==> src/common/pciu_pkg.sv <==
// Shared constants for the pin change interrupt unit.
// Assumes a 32-bit classic Wishbone slave port and one 100 MHz clock.
`default_nettype none

package pciu_pkg;

   // Structure of the pin field
   localparam int NBANK = 3;
   localparam int BANK_W = 8;
   localparam int PINS = NBANK * BANK_W;
   localparam int DW = 32;
   localparam int AW = 8;

   // Register byte offsets
   localparam logic [AW-1:0] ADR_GEN = 8'h00;
   localparam logic [AW-1:0] ADR_FLG = 8'h04;
   localparam logic [AW-1:0] ADR_MSK0 = 8'h08;
   localparam logic [AW-1:0] ADR_MSK1 = 8'h0c;
   localparam logic [AW-1:0] ADR_MSK2 = 8'h10;
   localparam logic [AW-1:0] ADR_WORD = 8'hfc;

   // Bank bit positions in enable and flag registers
   localparam int BANK0_BIT = 0;
   localparam int BANK1_BIT = 1;
   localparam int BANK2_BIT = 2;
   localparam int RSV_LO = 3;
   localparam int RSV_HI = 7;
   localparam int MSK1_RSV_BIT = 7;

   // Writable bits of each register
   localparam logic [BANK_W-1:0] GEN_USED = 8'h07;
   localparam logic [BANK_W-1:0] MSK1_USED = 8'h7f;

   // Reset values
   localparam logic [BANK_W-1:0] RST_REG = 8'h00;
   localparam logic [NBANK-1:0] RST_BANK = 3'h0;
   localparam logic [DW-1:0] RST_DATA = 32'h0000_0000;
   localparam logic RST_BIT = 1'b0;

   // Bus handshake phases
   typedef enum logic [1:0] {
      BUS_IDLE = 2'b01,
      BUS_ACK = 2'b10
   } pciu_bus_state_type;

endpackage : pciu_pkg

`default_nettype wire

==> src/design/pciu_top.sv <==
// Pin change interrupt unit: three pin banks, per-pin masks, group
// enables, sticky bank flags and per-bank requests toward the core.
// Assumes a classic Wishbone master on mclk and a core that pulses
// vector_ack when it enters a bank routine.
//
// The register addresses and the Wishbone interface to the registers are this design's own decisions.
`default_nettype none
`timescale 1ns/100ps

module pciu_top
   import pciu_pkg::*;
(
   // Clock and reset
   input wire logic mclk,
   input wire logic rst,
   // Wishbone slave
   input wire logic wb_cyc_i,
   input wire logic wb_stb_i,
   input wire logic wb_we_i,
   input wire logic [AW-1:0] wb_adr_i,
   input wire logic [3:0] wb_sel_i,
   input wire logic [DW-1:0] wb_dat_i,
   output logic [DW-1:0] wb_dat_o,
   output logic wb_ack_o,
   // Pad levels, read back even when the pad drives
   input wire logic [BANK_W-1:0] bank2_pins,
   input wire logic [BANK_W-2:0] bank1_pins,
   input wire logic [BANK_W-1:0] bank0_pins,
   // Core interrupt logic
   input wire logic global_irq_enable,
   input wire logic [NBANK-1:0] vector_ack,
   output logic [NBANK-1:0] bank_irq_req,
   output logic irq,
   // Clockless wake request
   output logic wake_req
);

   // Bus handshake state
   pciu_bus_state_type state_q;
   pciu_bus_state_type state_d;
   logic [DW-1:0] rdata_q;

   // Software visible registers
   logic [BANK_W-1:0] gen_q;
   logic [BANK_W-1:0] gen_d;
   logic [BANK_W-1:0] flg_q;
   logic [BANK_W-1:0] flg_d;
   logic [BANK_W-1:0] msk0_q;
   logic [BANK_W-1:0] msk0_d;
   logic [BANK_W-1:0] msk1_q;
   logic [BANK_W-1:0] msk1_d;
   logic [BANK_W-1:0] msk2_q;
   logic [BANK_W-1:0] msk2_d;

   // Pin side
   logic [PINS-1:0] pin_vec;
   logic [PINS-1:0] level;
   logic [PINS-1:0] chg;
   logic [PINS-1:0] mask_all;
   logic [NBANK-1:0] hit;
   logic [NBANK-1:0] set_v;
   logic [NBANK-1:0] clr_v;
   logic [NBANK-1:0] gen_b;
   logic [NBANK-1:0] flg_b;

   // Request decode
   wire req = wb_cyc_i && wb_stb_i;
   wire [AW-1:0] adr_w = wb_adr_i & ADR_WORD;
   wire hit_gen = (adr_w == ADR_GEN);
   wire hit_flg = (adr_w == ADR_FLG);
   wire hit_msk0 = (adr_w == ADR_MSK0);
   wire hit_msk1 = (adr_w == ADR_MSK1);
   wire hit_msk2 = (adr_w == ADR_MSK2);

   // Writes land on the ack edge, only when byte lane 0 is enabled
   wire wr_fire = (state_q == BUS_ACK) && req && wb_we_i && wb_sel_i[0];
   wire wr_gen = wr_fire && hit_gen;
   wire wr_flg = wr_fire && hit_flg;
   wire wr_msk0 = wr_fire && hit_msk0;
   wire wr_msk1 = wr_fire && hit_msk1;
   wire wr_msk2 = wr_fire && hit_msk2;
   wire [BANK_W-1:0] wbyte = wb_dat_i[BANK_W-1:0];

   // Read mux; unmapped offsets read zero
   wire [BANK_W-1:0] rd_byte =
      hit_gen ? gen_q :
      hit_flg ? flg_q :
      hit_msk0 ? msk0_q :
      hit_msk1 ? msk1_q :
      hit_msk2 ? msk2_q : RST_REG;
   wire [DW-1:0] rd_word = {{(DW-BANK_W){1'b0}}, rd_byte};

   // Reserved bits are never stored, so they always read zero
   assign gen_d = wr_gen ? (wbyte & GEN_USED) : gen_q;
   assign msk0_d = wr_msk0 ? wbyte : msk0_q;
   assign msk1_d = wr_msk1 ? (wbyte & MSK1_USED) : msk1_q;
   assign msk2_d = wr_msk2 ? wbyte : msk2_q;

   // Handshake: one idle cycle, then ack for one cycle
   always_comb begin
      state_d = state_q;
      unique case (state_q)
         BUS_IDLE: begin
            if (req) begin
               state_d = BUS_ACK;
            end
         end
         BUS_ACK: begin
            state_d = BUS_IDLE;
         end
         default: begin
            state_d = BUS_IDLE;
         end
      endcase
   end

   // Bus state and registered read data
   always_ff @(posedge mclk or posedge rst) begin
      if (rst) begin
         state_q <= BUS_IDLE;
         rdata_q <= RST_DATA;
      end else begin
         state_q <= state_d;
         if (state_q == BUS_IDLE && req) begin
            rdata_q <= rd_word;
         end
      end
   end

   assign wb_ack_o = (state_q == BUS_ACK);
   assign wb_dat_o = rdata_q;

   // Configuration registers
   always_ff @(posedge mclk or posedge rst) begin
      if (rst) begin
         gen_q <= RST_REG;
         msk0_q <= RST_REG;
         msk1_q <= RST_REG;
         msk2_q <= RST_REG;
      end else begin
         gen_q <= gen_d;
         msk0_q <= msk0_d;
         msk1_q <= msk1_d;
         msk2_q <= msk2_d;
      end
   end

   // Bank 1 has no pin 15; a constant there never changes
   assign pin_vec = {bank2_pins, RST_BIT, bank1_pins, bank0_pins};
   assign mask_all = {msk2_q, msk1_q, msk0_q};

   // One synchroniser per pin position
   genvar g;
   generate
      for (g = 0; g < PINS; g++) begin : g_pin
         pciu_sync u_sync (
            .mclk(mclk),
            .rst(rst),
            .pin_i(pin_vec[g]),
            .level_o(level[g]),
            .change_o(chg[g])
         );
      end
   endgenerate

   // Per bank: masked change, gated by the group enable
   genvar b;
   generate
      for (b = 0; b < NBANK; b++) begin : g_bank
         assign hit[b] = |(chg[b*BANK_W +: BANK_W] & mask_all[b*BANK_W +: BANK_W]);
         assign gen_b[b] = gen_q[b];
         assign flg_b[b] = flg_q[b];
      end
   endgenerate

   assign set_v[BANK2_BIT] = hit[BANK2_BIT] && gen_b[BANK2_BIT];
   assign set_v[BANK1_BIT] = hit[BANK1_BIT] && gen_b[BANK1_BIT];
   assign set_v[BANK0_BIT] = hit[BANK0_BIT] && gen_b[BANK0_BIT];

   // Clears come from a written one or from vector entry
   assign clr_v = (wr_flg ? wbyte[NBANK-1:0] : RST_BANK) | vector_ack;
   // Set wins so no change is lost during a clear
   assign flg_d = {{(BANK_W-NBANK){1'b0}}, (flg_b & ~clr_v) | set_v};

   // Sticky bank flags
   always_ff @(posedge mclk or posedge rst) begin
      if (rst) begin
         flg_q <= RST_REG;
      end else begin
         flg_q <= flg_d;
      end
   end

   // Core requests need the I-bit; the level irq line does not
   assign bank_irq_req = flg_b & gen_b & {NBANK{global_irq_enable}};
   assign irq = |(flg_b & gen_b);

   // Wake path works while mclk is stopped
   pciu_wake u_wake (
      .pin_i(pin_vec),
      .level_i(level),
      .mask_i(mask_all),
      .gen_i(gen_b),
      .wake_o(wake_req)
   );
endmodule : pciu_top

`default_nettype wire

==> src/design/pciu_sync.sv <==
// Three-stage pin synchroniser with a settled level and a change pulse.
// Assumes the pin is asynchronous to mclk; one instance per pin.
`default_nettype none
`timescale 1ns/100ps

module pciu_sync
   import pciu_pkg::*;
(
   // Clock and reset
   input wire logic mclk,
   input wire logic rst,
   // Raw pad level
   input wire logic pin_i,
   // Settled level and one-cycle change pulse
   output logic level_o,
   output logic change_o
);

   // Edges needed before stage three holds a real pin sample
   localparam int STAGES = 3;

   logic [STAGES-1:0] fill_q;
   logic s1_q;
   logic s2_q;
   logic s3_q;
   logic lvl_q;
   logic seen_q;
   logic chg_q;

   // A change counts only once stages two and three agree
   wire agree = (s2_q == s3_q);
   // First settled sample after reset only loads, no spurious change
   wire moved = agree && seen_q && (s3_q != lvl_q);

   // Stage one feeds stage two and nothing else
   always_ff @(posedge mclk or posedge rst) begin
      if (rst) begin
         s1_q <= RST_BIT;
         s2_q <= RST_BIT;
         s3_q <= RST_BIT;
         lvl_q <= RST_BIT;
         seen_q <= RST_BIT;
         chg_q <= RST_BIT;
         fill_q <= '0;
      end else begin
         fill_q <= {fill_q[STAGES-2:0], ~RST_BIT};
         s1_q <= pin_i;
         s2_q <= s1_q;
         s3_q <= s2_q;
         if (agree) begin
            lvl_q <= s3_q;
         end
         // Reset values in the stages must not pose as a pin level
         seen_q <= seen_q | (agree && fill_q[STAGES-1]);
         chg_q <= moved;
      end
   end

   assign level_o = lvl_q;
   assign change_o = chg_q;

endmodule : pciu_sync

`default_nettype wire

==> src/design/pciu_wake.sv <==
// Clockless change detector used as a wake request while mclk is stopped.
// Assumes settled levels hold their last value when the clock halts.
`default_nettype none
`timescale 1ns/100ps

module pciu_wake
   import pciu_pkg::*;
(
   // Raw pins and their last settled levels
   input wire logic [PINS-1:0] pin_i,
   input wire logic [PINS-1:0] level_i,
   // Per-pin masks and bank group enables
   input wire logic [PINS-1:0] mask_i,
   input wire logic [NBANK-1:0] gen_i,
   // Asynchronous wake request
   output logic wake_o
);

   logic [PINS-1:0] arm;

   // A pin is armed only with its mask and bank enable
   genvar b;
   generate
      for (b = 0; b < NBANK; b++) begin : g_arm
         assign arm[b*BANK_W +: BANK_W] = mask_i[b*BANK_W +: BANK_W]
                                        & {BANK_W{gen_i[b]}};
      end
   endgenerate

   // Pure gates, so it works with no clock at all
   assign wake_o = |((pin_i ^ level_i) & arm);

endmodule : pciu_wake

`default_nettype wire

==> config.mk <==
export PLATFORM = sky130hd
export DESIGN_NAME = pciu_top
export DESIGN_NICKNAME = d
export VERILOG_FILES = /design/src/common/pciu_pkg.sv /design/src/design/pciu_top.sv /design/src/design/pciu_sync.sv /design/src/design/pciu_wake.sv
export SDC_FILE = /design/constraint.sdc
export NUM_CORES = 1
export LEC_CHECK = 0
export BUFFER_PORTS_ARGS = -buffer_cell sky130_fd_sc_hd__buf_2
export CORE_MARGIN = 4
export CORE_UTILIZATION = 60
export DETAILED_ROUTE_END_ITERATION = 7
export PLACE_DENSITY = 0.95
export SLEW_MARGIN = 20
export SYNTH_ARGS = -nofsm -noshare
export SYNTH_HDL_FRONTEND = slang
export SYNTH_SLANG_ARGS = --single-unit
export TNS_END_PERCENT = 5
==> constraint.sdc <==
create_clock -name mclk -period 18.6 [get_ports mclk]
set_clock_uncertainty 0.1 [all_clocks]
set_input_delay 3.72 -clock mclk [delete_from_list [all_inputs] [get_ports mclk]]
set_output_delay 3.72 -clock mclk [all_outputs]
set_load 0.1 [all_outputs]
==> results_dict.tcl, run 1 <==
set metrics [dict create \
    status "finished clean" \
    io_buffers 60 \
    final_nets 702 \
    postCtsSetupRepairBufs 0 \
    min_path_type "reg2reg" \
    hpwl_mm 9.955 \
    gr-total-overflow 0 \
    yosys_warnings 0 \
    via_per_inst 5.930 \
    grt_pass1_vias 4913 \
    firstDrtPassIters 5 \
    grt_use_total 0.2523 \
    holdPathEnd "g_pin[14].u_sync.s2_q" \
    ir_drop_mv 0.06791 \
    ys_top_cells_by_area "dfrtp_1 63%, mux2_2 4.1%, maj3_1 3.2%" \
    crit_path_end_kind "output port" \
    wire_per_inst_um 20.42 \
    min_from "g_pin[14].u_sync.s1_q" \
    syn_to_final_growth_pct 14.88 \
    post_cts_resized 0 \
    die_area_um2 13640 \
    netlist_instances 554 \
    min_period_ns 9.000 \
    fin_tns_setup_ns 0 \
    worstHoldPathCells 0 \
    synth-seq-cells 180 \
    synth_cell_types 46 \
    grtUsageMet2 0.4232 \
    postCtsHoldBufs 0 \
    gr-usage-met3 0.05656 \
    place_inst 750 \
    powerDensity_nw_per_um2 111.8 \
    worstRegToRegCells 3 \
    busiest_layer "met2" \
    ioPinCount 114 \
    synth_top_area_cell "dfrtp_1" \
    synth_top_area_share 0.6306 \
    tightest_slew_ns 1.028 \
    fmax_mhz 111.1 \
    grt_pass1_wl_mm 25.50 \
    synth_enable_flop_cells 0 \
    diodes 0 \
    r2r-end "msk0_q[6]" \
    cp-start-kind "input port" \
    root_buffer "clkbuf_16" \
    cts.htree.levels 4 \
    r2r_setup_slack_ns 16.14 \
    die_w_um 116.8 \
    final_cells 782 \
    clk_pin_slew_worst_paths_ns 0.06 \
    drv_slew 0 \
    cts_tree "yes" \
    worstPathArrival_ns 5.18 \
    final-setup-viol-count 0 \
    post_synth_instance_area_um2 7103 \
    rsz0062_at_grt "no" \
    gp_congestion 0.8868 \
    drv_cap 0 \
    num_rows 39 \
    async_flop_share 1.000 \
    cts.sinks 180 \
    grtUsageMet1 0.3071 \
    antenna_found_initial 0 \
    dieHeight_um 116.8 \
    grt_max_degree 115 \
    worstSetupPathType "in2out" \
    syn_avg_cell_area_um2 12.82 \
    cts_buffers 17 \
    route.vias.total 4637 \
    cts.path.max_buffers 2 \
    p_leak_nw 3.716 \
    drive_gt1_frac 0.2003 \
    ant_nets 0 \
    reg2reg_from "state_q[0]" \
    synth_ff_type "dfrtp_1" \
    start_util 0.6168 \
    drt-initial-drc-count 445 \
    slew_headroom 0.3147 \
    drc 0 \
    fin_crit_sh 0.4839 \
    critPathMaxFanout 2 \
    crit_required_ns 14.78 \
    clock_latency_ns 0.43 \
    design.core.area_um2 11520 \
    finalHoldViolCount 0 \
    ys_seq_area_frac 0.6343 \
    wirelength_mm 15.97 \
]
sequential cells by signal, summed over array words and instances (netlist names):
register / cells
g_pin.u_sync.level_o: 23
wb_dat_o: 8
msk2_q: 8
g_pin.u_sync.seen_q: 23
g_pin.u_sync.fill_q: 3
msk1_q: 7
g_pin.u_sync.s2_q: 23
gen_q: 3
flg_q: 3
msk0_q: 8
g_pin.u_sync.s1_q: 23
state_q: 2
g_pin.u_sync.s3_q: 23
g_pin.u_sync.change_o: 23
cell type report:
cell class	instances	area, um^2
flip-flops and latches	180	4506
fillers	691	3356
multi-input cells	358	2442
clock buffers	20	466.7
repair buffers	61	307.8
clock inverters	12	224.0
well taps	143	178.9
inverters	8	35.03
kinds of logic after synthesis:
family / count (synthesis) / share of synthesized area
other: 2 / 0.001057
and+or+nand+nor: 137 / 0.1002
adders and majority gates: 23 / 0.03241
AOI/OAI and AO/OA: 100 / 0.09864
DFF: 180 / 0.6343
buffers and inverters: 39 / 0.03400
xor gates and xnor gates: 46 / 0.05672
muxes: 27 / 0.04263
per-layer routing:
| metal | routed length (um) | up-vias |
|---|---|---|
| met5 | 0 | - |
| met4 | 713 | 0 |
| met3 | 1012 | 62 |
| met2 | 8010 | 221 |
| met1 | 6235 | 2330 |
| li1 | - | 2024 |
cells in the mapped netlist (2+ instances only):
library cell / number
o21ai_0: 31
and2_1: 20
and3_1: 6
xnor2_1: 23
nand2b_1: 2
a32o_1: 3
inv_1: 8
xor2_1: 23
or2b_1: 4
buf_4: 25
nand2_1: 53
nand4_1: 5
a21o_1: 23
nor2_1: 24
dfrtp_1: 179
clkbuf_1: 5
nand3b_1: 5
nor2b_1: 3
a22oi_1: 23
mux2_2: 26
a222oi_1: 3
maj3_1: 23
conb_1: 2
nor3b_1: 2
or3b_2: 3
a31oi_1: 2
a221o_1: 2
or3_1: 2
a21boi_0: 3
a22o_1: 5
worst max path at each step:
stage | cells past startpoint | startpoint | to
3_3_place_gp | 6 | bank1_pins[6] | wake_req
6_report | 6 | bank0_pins[6] | wake_req
2_1_floorplan | 4 | bank1_pins[6] | wake_req
3_5_place_dp | 6 | bank0_pins[6] | wake_req
5_1_grt | 6 | bank0_pins[6] | wake_req
4_1_cts | 6 | bank0_pins[6] | wake_req
stage by stage:
stage	worst slack (ns)	hold slack (ns)	power [mW]	util	instance area [um^2]
after floorplan	9.875	0.2312	0.4874	-	7189
after global placement	9.721	0.2319	0.4990	0.6486	7470
after detailed placement	9.622	0.2347	0.5037	0.6486	7470
after CTS	9.620	0.2488	0.9146	0.7086	8160
after global routing	9.518	0.2499	0.9396	0.7086	8160
final	9.600	0.2460	0.9123	0.7086	8160
power by group:
part           switching (mW)  internal (mW)
clock                   0.150          0.263
combinational          0.0511         0.0201
sequential             0.0184          0.410
total                   0.219          0.693
critical path: stages:
cell and delay, ns:
buf_2 0.11, xor2_1 0.15, a22oi_1 0.31, nand4_1 0.22, a221o_1 0.36, buf_2 0.30
cell usage in the layout (no fill, tap or decap), drive strengths merged, types with 2 or more instances in the layout:
cell type  count
nor2          24
a21boi         3
clkinv         4
nand2b         2
nor3b          3
xor2          23
or2b           4
nor2b          3
buf           61
nor3           2
a221o          2
o21ai         31
a22oi         23
or3b           3
dfrtp        179
conb          25
bufinv         6
clkbuf        20
and3           6
inv            9
nand3b         5
nand4          5
a22o           5
and2          20
a31oi          2
a32o           3
a21o          23
xnor2         23
a222oi         3
or3            2
mux2          26
maj3          23
nand2         54
No activity file was read; power rests on OpenSTA's default activity.
==> inputs of run 2 (changes only) <==
ABC_AREA = 1   (was unset)
CORE_UTILIZATION = 51   (was 60)
PLACE_DENSITY = 0.87   (was 0.95)
clock period = 7.8 ns   (was 18.6 ns; I/O delays follow)
==> run 2 against run 1 <==
Wire length decreased by 10%. Highest routed layer unchanged. Clock-buffer cell count decreased by 1. Hold slack worse by 0.0048 ns. Cell area barely moved. Non-clock buffer count stayed put.
==> results_dict.tcl, run 2 <==
set metrics [dict create \
    final_cell_area_um2 8153 \
    p_leak_nw 4.166 \
    cpMostUsedCell "nand2_1" \
    drt-initial-drc-count 379 \
    slew_headroom 0.3930 \
    fin_crit_sh 0.5709 \
    firstDrtPassIters 5 \
    power_mw 2.046 \
    fin_tns_setup_ns 0 \
    grt_use_total 0.1861 \
    ir_drop_mv 0.1460 \
    cts.htree.levels 4 \
    crit_required_ns 6.14 \
    synth-seq-cells 180 \
    critPathBufInv 2 \
    gr-total-overflow 0 \
    top_layer "met4" \
    design.core.area_um2 13830 \
    clk_pin_slew_worst_paths_ns 0.07 \
    place_inst 934 \
    grt_pass1_vias 4841 \
    root_buffer "clkbuf_16" \
    netlist_instances 702 \
    finalHoldViolCount 0 \
    switching_share 0.2551 \
    fmax_mhz 224.6 \
    via_per_inst 5.045 \
    num_rows 43 \
    final_cells 966 \
    cp-start-kind "input port" \
    layout_commonest_cell "nand2_1" \
    hpwl_mm 9.837 \
    min_path_type "reg2reg" \
    most-common-layout-cells "200 x nand2_1, 179 x dfrtp_1, 60 x buf_2, 45 x nor2_1, 41 x xor2_1" \
    synth_top_area_cell "dfrtp_1" \
    final-setup-viol-count 0 \
    grt_max_degree 92 \
    postCtsHoldBufs 0 \
    synth_enable_flop_cells 0 \
    antenna_found_initial 0 \
    worst_path_dominant_cell_family "simple AND/OR/NAND/NOR gates" \
    cts.path.max_buffers 2 \
    postCtsSetupRepairBufs 0 \
    ioPinCount 114 \
    powerDensity_nw_per_um2 251.0 \
    utilization 0.5896 \
    cts_tree "yes" \
    die_w_um 126.5 \
    worstPathArrival_ns 2.79 \
    grt_pass1_wl_mm 23.28 \
    synthMostInstantiatedCell "nand2_1" \
    crit_path_max_incr_delay_ns 0.30 \
    fill_cells 1087 \
    critPathMaxFanout 3 \
    wirelength_mm 14.30 \
    io_buffers 60 \
    route.met2.wl_mm 7.066 \
    holdPathEnd "g_pin[17].u_sync.s2_q" \
    final_nets 849 \
    dieHeight_um 126.5 \
    diodes 0 \
    slowest_stage "buf_2" \
    min_period_ns 4.453 \
    synth_top_area_share 0.6252 \
    ys_seq_area_frac 0.6289 \
    synth_cell_types 30 \
    drv_slew 0 \
    cts.sinks 180 \
    crit_path_end_kind "output port" \
    crit_chain "buf_2 > or2_2 > nand4_1 > nand2_1 > nor2_1 > nand2_1 > nor2_1 > nand2_1 > buf_2" \
    min_from "g_pin[17].u_sync.s1_q" \
    combPwrFrac 0.085 \
    die_area_um2 16010 \
    wire_per_inst_um 14.81 \
    rsz0062_at_grt "no" \
    syn_to_final_growth_pct 13.80 \
    power_switching_mw 0.5220 \
    p_int_mw 1.524 \
    worstHoldPathCells 0 \
    r2r-end "wb_dat_o[3]" \
    r2r_setup_slack_ns 5.89 \
    yosys_warnings 0 \
    post_cts_resized 0 \
    route.vias.total 4873 \
    drv_cap 0 \
    met3_length_um 769 \
    async_flop_share 1.000 \
    place_area_um2 7556 \
    ys_top_cells_by_area "dfrtp_1 63%, nand2_1 10%, xor2_1 5.0%" \
    worstSetupPathType "in2out" \
    syn_avg_cell_area_um2 10.21 \
    worstRegToRegCells 7 \
    drc 0 \
    reg2reg_from "state_q[0]" \
    power_frac_seq 0.497 \
    status "finished clean" \
    ant_nets 0 \
    start_util 0.5181 \
    clkPwrFrac 0.418 \
    tightest_slew_ns 0.9095 \
    synth_commonest_cells "200 x nand2_1, 179 x dfrtp_1, 45 x nor2_1" \
    clock_latency_ns 0.43 \
    post_synth_instance_area_um2 7164 \
    route.layer.met1.wl_mm 6.137 \
    drive_gt1_frac 0.1501 \
    cts_buffers 17 \
    gp_congestion 0.9375 \
    synth_ff_type "dfrtp_1" \
]
==> run 2: layout make-up <==
cell class | count | area (um^2) | area share
Sequential cell | 180 | 4506 | 0.5526
Multi-Input combinational cell | 470 | 2351 | 0.2884
Clock buffer | 19 | 432.9 | 0.05310
Timing Repair Buffer | 61 | 311.5 | 0.03821
Tap cell | 180 | 225.2 | 0.02762
Inverter | 43 | 166.4 | 0.02041
Clock inverter | 13 | 160.2 | 0.01964
==> run 2: logic make-up (layout without fill, tap and decap cells) <==
| kind of cell | Yosys count | in the layout | share of synthesized area |
|---|---|---|---|
| buffers and inverters | 75 | 136 | 0.05501 |
| AOI/OAI and AO/OA | 89 | 89 | 0.07841 |
| other | 2 | 25 | 0.001048 |
| xor gates and xnor gates | 42 | 42 | 0.05134 |
| DFF | 180 | 180 | 0.6289 |
| and+or+nand+nor | 314 | 314 | 0.1853 |
==> run 2: power groups by stage <==
stage / clock network, mW / logic (mW) / registers (mW)
6_report: 0.855 / 0.174 / 1.02
5_1_grt: 0.902 / 0.193 / 1.02
4_1_cts: 0.867 / 0.176 / 1.02
3_5_place_dp: 0 / 0.174 / 1.03
3_3_place_gp: 0 / 0.170 / 1.03
2_1_floorplan: 0 / 0.134 / 1.04
==> run 2: worst reg2reg max path, delay by kind of cell (launching register included) <==
| kind | cells | cell delay [ns] |
|---|---|---|
| AND/OR/NAND/NOR | 4 | 0.81 |
| flip-flops | 1 | 0.52 |
| AO/OA/AOI/OAI | 2 | 0.39 |
| buffers and inverters | 1 | 0.04 |
==> run 2: worst max-delay path by stage <==
| stage | end | cells after the start | start | slack, ns |
|---|---|---|---|---|
| after floorplan | flg_q[0] | 1 | rst | 1.25 |
| after detailed placement | wake_req | 9 | bank1_pins[4] | 3.31 |
| after CTS | wake_req | 9 | bank1_pins[4] | 3.32 |
| final | wake_req | 9 | bank1_pins[4] | 3.35 |
| after global routing | wake_req | 9 | bank1_pins[4] | 3.25 |
| after global placement | wake_req | 9 | bank1_pins[4] | 3.31 |
==> run 2: metal layers <==
layer / track usage / vias up
met4: 0.06751 / 0
met1: 0.2435 / 2337
met3: 0.04674 / 27
li1: - / 2361
met5: 0 / -
met2: 0.3035 / 148
==> run 2: per-stage QoR <==
step	worst slack (ns)	hold slack [ns]
final	3.347	0.2412
after global routing	3.250	0.2521
after CTS	3.322	0.2481
after detailed placement	3.308	0.2347
after global placement	3.315	0.2313
after floorplan	1.255	0.2312
